### src/rtl/dior_pkg.sv
// package: constants for the digital io conditioning router
// assumes one 50 mhz system clock and a synchronous active-low reset
package dior_pkg;

	// -------------------------------------------------------------
	// widths and counts
	// -------------------------------------------------------------
	localparam int DIOR_WORD_W = 32;
	localparam int DIOR_HALF_W = 16;
	localparam int DIOR_NUM_PHYS = 6;
	localparam int DIOR_NUM_IO = 4;
	localparam int DIOR_EXT_W = 12;
	localparam int DIOR_CODE_W = 8;
	localparam int DIOR_IDX_W = 6;

	// -------------------------------------------------------------
	// summary and control word field positions
	// -------------------------------------------------------------
	localparam int DIOR_BIT_NEG_LIMIT = 0;
	localparam int DIOR_BIT_POS_LIMIT = 1;
	localparam int DIOR_BIT_HOME = 2;
	localparam int DIOR_LEVEL_BASE = 16;
	localparam int DIOR_BIT_BRAKE = 0;
	localparam int DIOR_IN_CLK = 1;
	localparam int DIOR_IN_DIR = 2;

	// -------------------------------------------------------------
	// routing source codes
	// -------------------------------------------------------------
	localparam logic [7:0] DIOR_SRC_ZERO = 8'h00;
	localparam logic [7:0] DIOR_SRC_PHYS_LAST = 8'h10;
	localparam logic [7:0] DIOR_SRC_HALL_U = 8'h41;
	localparam logic [7:0] DIOR_SRC_HALL_W = 8'h43;
	localparam logic [7:0] DIOR_SRC_ENC_A = 8'h44;
	localparam logic [7:0] DIOR_SRC_ENC_IDX = 8'h46;
	localparam logic [7:0] DIOR_SRC_INV = 8'h80;
	localparam logic [5:0] DIOR_SUBIDX_FIRST = 6'h01;

	// -------------------------------------------------------------
	// reset values and timing
	// -------------------------------------------------------------
	localparam logic [31:0] DIOR_WORD_RST = 32'h0000_0000;
	localparam int DIOR_CLK_HZ = 50_000_000;
	localparam int DIOR_SAMPLE_US = 1000;
	localparam int DIOR_SAMPLE_CYC = DIOR_CLK_HZ / 1_000_000 * DIOR_SAMPLE_US;

endpackage

### src/rtl/dior_smp_if.sv
// interface: sampled input levels from sampler to router core
// assumes both ends run on the same clock
`timescale 1ns/1ps
interface dior_smp_if;
	logic [15:0] phys;
	logic [2:0] hall;
	logic [2:0] enc;
	logic tick;

	modport src
	(
		output phys,
		output hall,
		output enc,
		output tick
	);
	modport dst
	(
		input phys,
		input hall,
		input enc,
		input tick
	);
endinterface

### src/rtl/dior_sampler.sv
// sampler: synchronises pins, samples them once per interval
// assumes asynchronous pins; the interval is long, shorten it in simulation
`timescale 1ns/1ps
module dior_sampler
	import dior_pkg::*;
#(
	parameter int SAMPLE_CYCLES = DIOR_SAMPLE_CYC
)
(
	input wire logic clock,
	input wire logic rst_n,
	input wire logic [15:0] phys_pin,
	input wire logic [2:0] hall_pin,
	input wire logic [2:0] enc_pin,
	dior_smp_if.src smp
);
	localparam int N = 22;
	localparam int CNT_W = $clog2(SAMPLE_CYCLES + 1);
	localparam logic [CNT_W-1:0] CNT_LAST = CNT_W'(SAMPLE_CYCLES - 1);

	logic [N-1:0] s1_reg, s2_reg, s3_reg, stab_reg, smp_reg, deb_reg;
	logic [CNT_W-1:0] cnt_reg;
	logic tick_reg;

	// -------------------------------------------------------------
	// three-stage synchroniser
	// -------------------------------------------------------------
	always_ff @(posedge clock)
	begin
		if (!rst_n)
		begin
			s1_reg <= '0;
			s2_reg <= '0;
			s3_reg <= '0;
			stab_reg <= '0;
		end
		else
		begin
			s1_reg <= {enc_pin, hall_pin, phys_pin};
			s2_reg <= s1_reg;
			s3_reg <= s2_reg;
			for (int i = 0; i < N; i++)
			begin
				if (s2_reg[i] == s3_reg[i])
					stab_reg[i] <= s3_reg[i];
			end
		end
	end

	// -------------------------------------------------------------
	// sample interval counter
	// -------------------------------------------------------------
	always_ff @(posedge clock)
	begin
		if (!rst_n)
		begin
			cnt_reg <= '0;
			tick_reg <= 1'b0;
		end
		else
		begin
			tick_reg <= (cnt_reg == CNT_LAST);
			cnt_reg <= (cnt_reg == CNT_LAST) ? '0 : cnt_reg + 1'b1;
		end
	end

	// sample and filter
	// two equal consecutive samples needed before a change is taken
	always_ff @(posedge clock)
	begin
		if (!rst_n)
		begin
			smp_reg <= '0;
			deb_reg <= '0;
		end
		else if (tick_reg)
		begin
			smp_reg <= stab_reg;
			for (int i = 0; i < N; i++)
			begin
				if (stab_reg[i] == smp_reg[i])
					deb_reg[i] <= stab_reg[i];
			end
		end
	end

	assign smp.phys = deb_reg[15:0];
	assign smp.hall = deb_reg[18:16];
	assign smp.enc = deb_reg[21:19];
	assign smp.tick = tick_reg;

	property p_deb_on_tick;
		@(posedge clock) disable iff (!rst_n)
		(deb_reg != $past(deb_reg)) |-> $past(tick_reg);
	endproperty
	a_deb_on_tick: assert property (p_deb_on_tick)
		else $error("filtered input changed between samples");

endmodule // dior_sampler

### src/rtl/dior_core.sv
// router core: input conditioning, routing matrix and output drive
// assumes configuration words held stable by the controlling software
//
// Contract
// - special enable gates low bits only
// - bit0 neg limit, bit1 pos limit, bit2 home
// - inversion bit selects normally closed
// - no inversion on clock and direction inputs
// - force enable substitutes the simulated value
// - force value word supplies forced level
// - raw word shows unmodified inputs
// - input 1 at bit 0 and bit 16
// - routing enable selects per-bit sources
// - enabling routing loads equivalent default table
// - table entry n drives bit n-1
// - code 00 zero, 01-10 physical inputs
// - codes 41-43 hall, c1-c3 inverted
// - codes 44-46 encoder, c4-c6 inverted
// - top code bit inverts; 80 gives one
// - output n from control bit 15+n
// - control bit 0 drives the brake
// - polarity bit set drives low for one
// - manual override drives from manual value
// - compatibility entries have no output effect
// - first four pins configurable as outputs
// - inputs sampled each millisecond, glitches dropped
// - each input appears as special and level
`timescale 1ns/1ps
module dior_core
	import dior_pkg::*;
#(
	parameter int NUM_PHYS = DIOR_NUM_PHYS,
	parameter int SAMPLE_CYCLES = DIOR_SAMPLE_CYC
)
(
	input wire logic clock,
	input wire logic rst_n,
	input wire logic [3:0] io_i,
	output logic [3:0] io_o,
	output logic [3:0] io_oe,
	input wire logic [11:0] ext_in,
	input wire logic [2:0] hall_pin,
	input wire logic [2:0] enc_pin,
	output logic brake_o,
	output logic brake_oe,
	input wire logic [3:0] output_mask,
	input wire logic cd_mode_en,
	input wire logic [15:0] spec_en,
	input wire logic [31:0] in_invert,
	input wire logic [31:0] force_en,
	input wire logic [31:0] force_val,
	input wire logic route_en,
	input wire logic rt_wr_en,
	input wire logic [5:0] rt_wr_subidx,
	input wire logic [7:0] rt_wr_code,
	input wire logic [31:0] output_control_object,
	input wire logic [31:0] out_polarity,
	input wire logic [31:0] man_en,
	input wire logic [31:0] man_val,
	output logic [31:0] input_summary_object,
	output logic [31:0] raw_value,
	output logic route_active
);
	localparam logic [15:0] PHYS_MASK = 16'((32'h1 << NUM_PHYS) - 1);

	dior_smp_if smp ();

	dior_sampler #(
		.SAMPLE_CYCLES(SAMPLE_CYCLES)
	) u_sampler (
		.clock(clock),
		.rst_n(rst_n),
		.phys_pin({ext_in, io_i}),
		.hall_pin(hall_pin),
		.enc_pin(enc_pin),
		.smp(smp)
	);

	logic [15:0] phys_v;
	logic [7:0] table_reg [0:31];
	logic route_en_d_reg;
	logic route_mode_reg;
	logic [31:0] sum_next;
	logic [31:0] raw_next;
	logic [31:0] summary_reg;
	logic [31:0] raw_reg;
	logic [3:0] io_o_reg;
	logic [3:0] io_oe_reg;
	logic brake_lvl_reg;

	assign phys_v = smp.phys & PHYS_MASK;

	// -------------------------------------------------------------
	// source decode
	// -------------------------------------------------------------
	// physical, hall, encoder and constant sources
	function automatic logic src_sel(input logic [7:0] code, input logic [15:0] ph,
		input logic [2:0] hl, input logic [2:0] en);
		logic [6:0] c;
		logic v;
		c = code[6:0];
		v = 1'b0;
		if (c != 7'h00 && c <= DIOR_SRC_PHYS_LAST[6:0])
			v = ph[4'(c - 7'h01)];
		else if (c >= DIOR_SRC_HALL_U[6:0] && c <= DIOR_SRC_HALL_W[6:0])
			v = hl[2'(c - DIOR_SRC_HALL_U[6:0])];
		else if (c >= DIOR_SRC_ENC_A[6:0] && c <= DIOR_SRC_ENC_IDX[6:0])
			v = en[2'(c - DIOR_SRC_ENC_A[6:0])];
		return v ^ code[7];
	endfunction

	// -------------------------------------------------------------
	// routing mode and table
	// -------------------------------------------------------------
	// routing mode follows enable
	always_ff @(posedge clock)
	begin
		if (!rst_n)
		begin
			route_en_d_reg <= 1'b0;
			route_mode_reg <= 1'b0;
		end
		else
		begin
			route_en_d_reg <= route_en;
			route_mode_reg <= route_en;
		end
	end

	// defaults on enable
	// load wins over a write in the same cycle
	always_ff @(posedge clock)
	begin
		if (!rst_n || (route_en && !route_en_d_reg))
		begin
			for (int b = 0; b < 32; b++)
				table_reg[b] <= 8'((b % 16) + 1);
		end
		else if (rt_wr_en && rt_wr_subidx >= DIOR_SUBIDX_FIRST && rt_wr_subidx <= 6'd32)
		begin
			table_reg[5'(rt_wr_subidx - DIOR_SUBIDX_FIRST)] <= rt_wr_code;
		end
	end

	// -------------------------------------------------------------
	// per-bit input computation
	// -------------------------------------------------------------
	genvar gb;
	generate
		for (gb = 0; gb < 32; gb++)
		begin : g_bit
			localparam int IDX = gb % 16;
			localparam bit IS_CD = (IDX == DIOR_IN_CLK) || (IDX == DIOR_IN_DIR);
			logic base;
			logic sel;
			logic forced;
			logic inv_ok;
			logic lvl;
			assign base = phys_v[IDX];
			assign sel = route_mode_reg ?
				src_sel(table_reg[gb], phys_v, smp.hall, smp.enc) : base;
			assign forced = force_en[gb] ? force_val[gb] : sel;
			assign inv_ok = in_invert[gb] & ~(cd_mode_en & IS_CD);
			assign lvl = forced ^ inv_ok;
			if (gb < DIOR_LEVEL_BASE)
			begin : g_spec
				assign sum_next[gb] = lvl & spec_en[gb];
			end
			else
			begin : g_level
				assign sum_next[gb] = lvl;
			end
			assign raw_next[gb] = base;
		end
	endgenerate

	always_ff @(posedge clock)
	begin
		if (!rst_n)
		begin
			summary_reg <= DIOR_WORD_RST;
			raw_reg <= DIOR_WORD_RST;
		end
		else
		begin
			summary_reg <= sum_next;
			raw_reg <= raw_next;
		end
	end

	// -------------------------------------------------------------
	// outputs
	// -------------------------------------------------------------
	// compat entries unported
	always_ff @(posedge clock)
	begin
		if (!rst_n)
			io_o_reg <= '0;
		else
		begin
			for (int k = 0; k < DIOR_NUM_IO; k++)
			begin
				io_o_reg[k] <= man_en[DIOR_LEVEL_BASE + k] ?
					man_val[DIOR_LEVEL_BASE + k] :
					output_control_object[DIOR_LEVEL_BASE + k] ^
					out_polarity[DIOR_LEVEL_BASE + k];
			end
		end
	end

	always_ff @(posedge clock)
	begin
		if (!rst_n)
			io_oe_reg <= '0;
		else
			io_oe_reg <= output_mask;
	end

	always_ff @(posedge clock)
	begin
		if (!rst_n)
			brake_lvl_reg <= 1'b0;
		else if (man_en[DIOR_BIT_BRAKE])
			brake_lvl_reg <= man_val[DIOR_BIT_BRAKE];
		else
			brake_lvl_reg <= output_control_object[DIOR_BIT_BRAKE] ^
				out_polarity[DIOR_BIT_BRAKE];
	end

	// open drain: pulls low when level is 0
	assign brake_o = 1'b0;
	assign brake_oe = ~brake_lvl_reg;
	assign io_o = io_o_reg;
	assign io_oe = io_oe_reg;
	assign input_summary_object = summary_reg;
	assign raw_value = raw_reg;
	assign route_active = route_mode_reg;

	// -------------------------------------------------------------
	// checks
	// -------------------------------------------------------------
	property p_spec_gate;
		@(posedge clock) disable iff (!rst_n)
		!spec_en[DIOR_BIT_NEG_LIMIT] |=> !input_summary_object[DIOR_BIT_NEG_LIMIT];
	endproperty
	a_spec_gate: assert property (p_spec_gate)
		else $error("special bit set while its enable is off");

	property p_force;
		@(posedge clock) disable iff (!rst_n)
		force_en[16] && !in_invert[16] |=> input_summary_object[16] == $past(force_val[16]);
	endproperty
	a_force: assert property (p_force)
		else $error("forced value not reflected on bit 16");

	property p_force_inv;
		@(posedge clock) disable iff (!rst_n)
		force_en[20] && in_invert[20] |=> input_summary_object[20] == !$past(force_val[20]);
	endproperty
	a_force_inv: assert property (p_force_inv)
		else $error("inversion not applied to forced bit 20");

	property p_cd_noinv;
		@(posedge clock) disable iff (!rst_n)
		cd_mode_en && force_en[17] && in_invert[17]
			|=> input_summary_object[17] == $past(force_val[17]);
	endproperty
	a_cd_noinv: assert property (p_cd_noinv)
		else $error("clock input inverted in clock-direction mode");

	property p_raw;
		@(posedge clock) disable iff (!rst_n)
		##1 raw_value[16] == $past(phys_v[0]) && raw_value[0] == raw_value[16];
	endproperty
	a_raw: assert property (p_raw)
		else $error("raw word does not follow sampled input 1");

	property p_route_load;
		@(posedge clock) disable iff (!rst_n)
		route_en && !route_en_d_reg |=> table_reg[0] == 8'h01 && table_reg[16] == 8'h01;
	endproperty
	a_route_load: assert property (p_route_load)
		else $error("routing table not loaded with defaults");

	property p_const_one;
		@(posedge clock) disable iff (!rst_n)
		route_mode_reg && table_reg[21] == DIOR_SRC_INV && !force_en[21] && !in_invert[21]
			|=> input_summary_object[21];
	endproperty
	a_const_one: assert property (p_const_one)
		else $error("source code 80 did not give one");

	property p_manual;
		@(posedge clock) disable iff (!rst_n)
		man_en[16] |=> io_o[0] == $past(man_val[16]);
	endproperty
	a_manual: assert property (p_manual)
		else $error("manual override not applied to output 1");

	property p_polarity;
		@(posedge clock) disable iff (!rst_n)
		!man_en[17] |=> io_o[1] == ($past(output_control_object[17]) ^ $past(out_polarity[17]));
	endproperty
	a_polarity: assert property (p_polarity)
		else $error("output 2 polarity wrong");

	property p_brake;
		@(posedge clock) disable iff (!rst_n)
		!man_en[0] && !out_polarity[0] |=> brake_oe == !$past(output_control_object[0]);
	endproperty
	a_brake: assert property (p_brake)
		else $error("brake pin does not follow control bit 0");

	property p_route_mode;
		@(posedge clock) disable iff (!rst_n)
		1'b1 |=> route_active == $past(route_en);
	endproperty
	a_route_mode: assert property (p_route_mode)
		else $error("routing mode does not follow its enable");

	property p_table_write;
		@(posedge clock) disable iff (!rst_n)
		rt_wr_en && rt_wr_subidx == 6'h01 && !(route_en && !route_en_d_reg)
			|=> table_reg[0] == $past(rt_wr_code);
	endproperty
	a_table_write: assert property (p_table_write)
		else $error("entry 1 write did not land in the bit 0 slot");

	property p_pin_dir;
		@(posedge clock) disable iff (!rst_n)
		1'b1 |=> io_oe == $past(output_mask);
	endproperty
	a_pin_dir: assert property (p_pin_dir)
		else $error("pin direction does not follow the output mask");

	property p_raw_on_tick;
		@(posedge clock) disable iff (!rst_n)
		raw_value != $past(raw_value) |-> $past(smp.tick, 2);
	endproperty
	a_raw_on_tick: assert property (p_raw_on_tick)
		else $error("raw word changed away from a sample tick");

endmodule // dior_core

### config.mk
export PLATFORM = sky130hd
export DESIGN_NAME = dior_core
export DESIGN_NICKNAME = d
export VERILOG_FILES = /design/src/rtl/dior_pkg.sv /design/src/rtl/dior_smp_if.sv /design/src/rtl/dior_sampler.sv /design/src/rtl/dior_core.sv
export SDC_FILE = /design/constraint.sdc
export NUM_CORES = 1
export LEC_CHECK = 0
export ABC_AREA = 1
export BUFFER_PORTS_ARGS = -buffer_cell sky130_fd_sc_hd__buf_2
export CELL_PAD_IN_SITES_DETAIL_PLACEMENT = 0
export CELL_PAD_IN_SITES_GLOBAL_PLACEMENT = 1
export CORE_MARGIN = 1
export CORE_UTILIZATION = 35
export DETAILED_ROUTE_END_ITERATION = 8
export GPL_TIMING_DRIVEN = 0
export PLACE_DENSITY_LB_ADDON = 0.1
export SYNTH_ARGS = -nofsm -noshare
export SYNTH_HDL_FRONTEND = slang
export SYNTH_HIERARCHICAL = 1
export SYNTH_SLANG_ARGS = --single-unit
export TNS_END_PERCENT = 50
### constraint.sdc
create_clock -name clock -period 2.8 [get_ports clock]
set_clock_uncertainty 0.15 [all_clocks]
set_input_delay 0.56 -clock clock [delete_from_list [all_inputs] [get_ports clock]]
set_output_delay 0.56 -clock clock [all_outputs]
set_load 0.005 [all_outputs]
==> impl_metrics.env <==
export IMPL_status="finished clean"
export IMPL_period_share=0.955
export IMPL_worstPathMaxFanout=10
export IMPL_pwr_share_comb=0.115
export IMPL_seq_power_share=0.441
export IMPL_grt_overflow=0
export IMPL_initial_core_util=0.353
export IMPL_clockBufferDepth=3
export IMPL_htreeDepth=2
export IMPL_grt_pass1_wl_um=127000
export IMPL_clkPwrFrac=0.444
export IMPL_syn_instance_count=3495
export IMPL_drive_gt1_frac=0.133
export IMPL_power_density_nw_per_um2=491
export IMPL_worst_setup_path_start_kind="register"
export IMPL_dp_cells=4686
export IMPL_cp_arrival_ps=3030
export IMPL_cp_slowest_cell="clkbuf_1"
export IMPL_numCtsBuffers=49
export IMPL_setup_viol=0
export IMPL_wirelength_um=85100
export IMPL_fin_hold_ws_ps=36.8
export IMPL_first_iter_violations=1663
export IMPL_final_cell_count_no_fill=4821
export IMPL_cap_violations=0
export IMPL_internal_power_mw=10.8
export IMPL_cp_end_kind="register"
export IMPL_cp_top_family="buffers and inverters"
export IMPL_remaining_drc_errors=0
export IMPL_max_freq_mhz=374
export IMPL_cts_tree="done"
export IMPL_die_w_um=270
export IMPL_p_sw_frac=0.266
export IMPL_slowest_delay_ps=770
export IMPL_hold_start="in_invert[11]"
export IMPL_io_buffers=220
export IMPL_worst_slew_pin_slew_ps=1380
export IMPL_vias=23297
export IMPL_required_ps=3150
export IMPL_antenna_found_initial=4
export IMPL_insertion_delay_ps=620
export IMPL_cts_sinks=393
export IMPL_place_congestion=0.909
export IMPL_critical_path_class="reg -> reg"
export IMPL_n_antenna_cell=0
export IMPL_dieArea_um2=73100
export IMPL_viasPerCell=4.83
export IMPL_ant_nets=0
export IMPL_die_y_um=270
export IMPL_worstPathCellList="clkbuf_1 -> a21oi_1 -> a21oi_1 -> nand3_1 -> nand3b_1 -> nand2_1 -> nand2_1 -> nand3_1 -> a21oi_1 -> nor2_1"
export IMPL_ios=360
export IMPL_ys_warn_count=6
export IMPL_root_buffer="clkbuf_16"
export IMPL_nets=4245
export IMPL_largest_register_ffs=256
export IMPL_clkTransAtPathRegs_ps=60
export IMPL_track_usage=0.228
export IMPL_place_hpwl_um=60300
export IMPL_syn2layout_area_growth_pct=19.5
export IMPL_core_area_um2=71400
export IMPL_syn_area_per_cell_um2=7.21
export IMPL_worstHoldPathType="in -> reg"
export IMPL_p_sw_mw=3.93
export IMPL_peakVddDrop_uv=412
export IMPL_grt_max_degree=15
export IMPL_rsz0062_at_grt="true"
export IMPL_drv_slew=0
export IMPL_num_rows=98
export IMPL_cp_startpoint="u_sampler/deb_reg[18]$_SDFFE_PN0P_"
export IMPL_worst_path_buf_inv=1
export IMPL_cpMostUsedCell="a21oi_1"
export IMPL_p_leak_nw=13.6
export IMPL_syn_area_um2=25200
export IMPL_slew_headroom=0.0795
export IMPL_post_route_min_period_ps=2670
export IMPL_grt_pass1_vias=21238
export IMPL_drtPass1Iterations=5
export IMPL_r2r_start="u_sampler/deb_reg[18]$_SDFFE_PN0P_"
export IMPL_drt_wirelength_per_cell_um=17.7
export IMPL_finalHoldViolCount=0
-- metrics by stage --
| step | instance area (um^2) | worst slack (ps) | total power, mW | util | TNS [ps] |
|---|---|---|---|---|---|
| 3_5_place_dp | 27600 | -2150 | 8.26 | 0.386 | -818510 |
| 3_3_place_gp | 27600 | -2160 | 8.26 | 0.386 | -815260 |
| 6_report | 30100 | 126 | 14.8 | 0.422 | 0 |
| 5_1_grt | 30100 | -67.0 | 15.4 | 0.422 | -199 |
| 2_1_floorplan | 25300 | 144 | 7.64 | - | 0 |
| 4_1_cts | 29800 | 10.4 | 14.9 | 0.418 | 0 |
-- layer usage --
layer	wire length, um	global-route usage
met5	13	0
met2	38200	0.372
met3	4650	0.0268
met1	39800	0.317
met4	2520	0.0668
-- area by class of cell --
| class | instances | area [um^2] |
|---|---|---|
| buffer | 149 | 764 |
| clock inverter | 20 | 260 |
| tap | 950 | 1190 |
| multi-input combinational | 2576 | 13000 |
| sequential | 393 | 10400 |
| fill | 7500 | 41300 |
| inverter | 395 | 1500 |
| timing repair buffer | 267 | 1580 |
| clock buffer | 71 | 1400 |
-- repair_timing --
item / 4_1_cts / 5_1_grt
resized for setup: 106 / 53
pin swaps: 3 / 0
hold buffers: 19 / 0
hold endpoints to repair: 19 / 0
setup endpoints to repair: 544 / 282
buffers inserted: 12 / 14
-- cells in the final DEF (no fill, tap or decap), types with 80 or more instances in the layout --
master    instances
a21oi_1         204
clkbuf_1         80
buf_2           239
edfxtp_1        256
nand2_1         842
inv_1           371
dfxtp_1         135
o21ai_0         256
nor2_1          545
nand3_1         261
ha_1            128
-- worst register-to-register path, stage by stage, from the launching register on --
cell,delay (ps)
dfxtp_1,580
clkbuf_1,770
a21oi_1,150
a21oi_1,180
nand3_1,100
nand3b_1,130
nand2_1,70
nand2_1,130
nand3_1,110
a21oi_1,140
nor2_1,60
-- power by group through the flow --
stage               clock network, mW  logic [mW]  registers [mW]
floorplan                           0        1.04            6.60
global placement                    0        1.63            6.63
detailed placement                  0        1.62            6.63
CTS                              6.71        1.69            6.51
global route                     6.92        1.91            6.54
finish                           6.57        1.70            6.51
-- final timing paths --
path / to / slack, ps / cells past startpoint
worst max-delay path: input_summary_object[31]$_SDFF_PN0_ / 130 / 10
worst max register to register: input_summary_object[31]$_SDFF_PN0_ / 130 / 10
worst min register to register: u_sampler/s2_reg[18]$_SDFF_PN0_ / 260 / 2
worst min-delay path: input_summary_object[11]$_SDFF_PN0_ / 40 / 3
No activity file was read; power rests on OpenSTA's default activity.
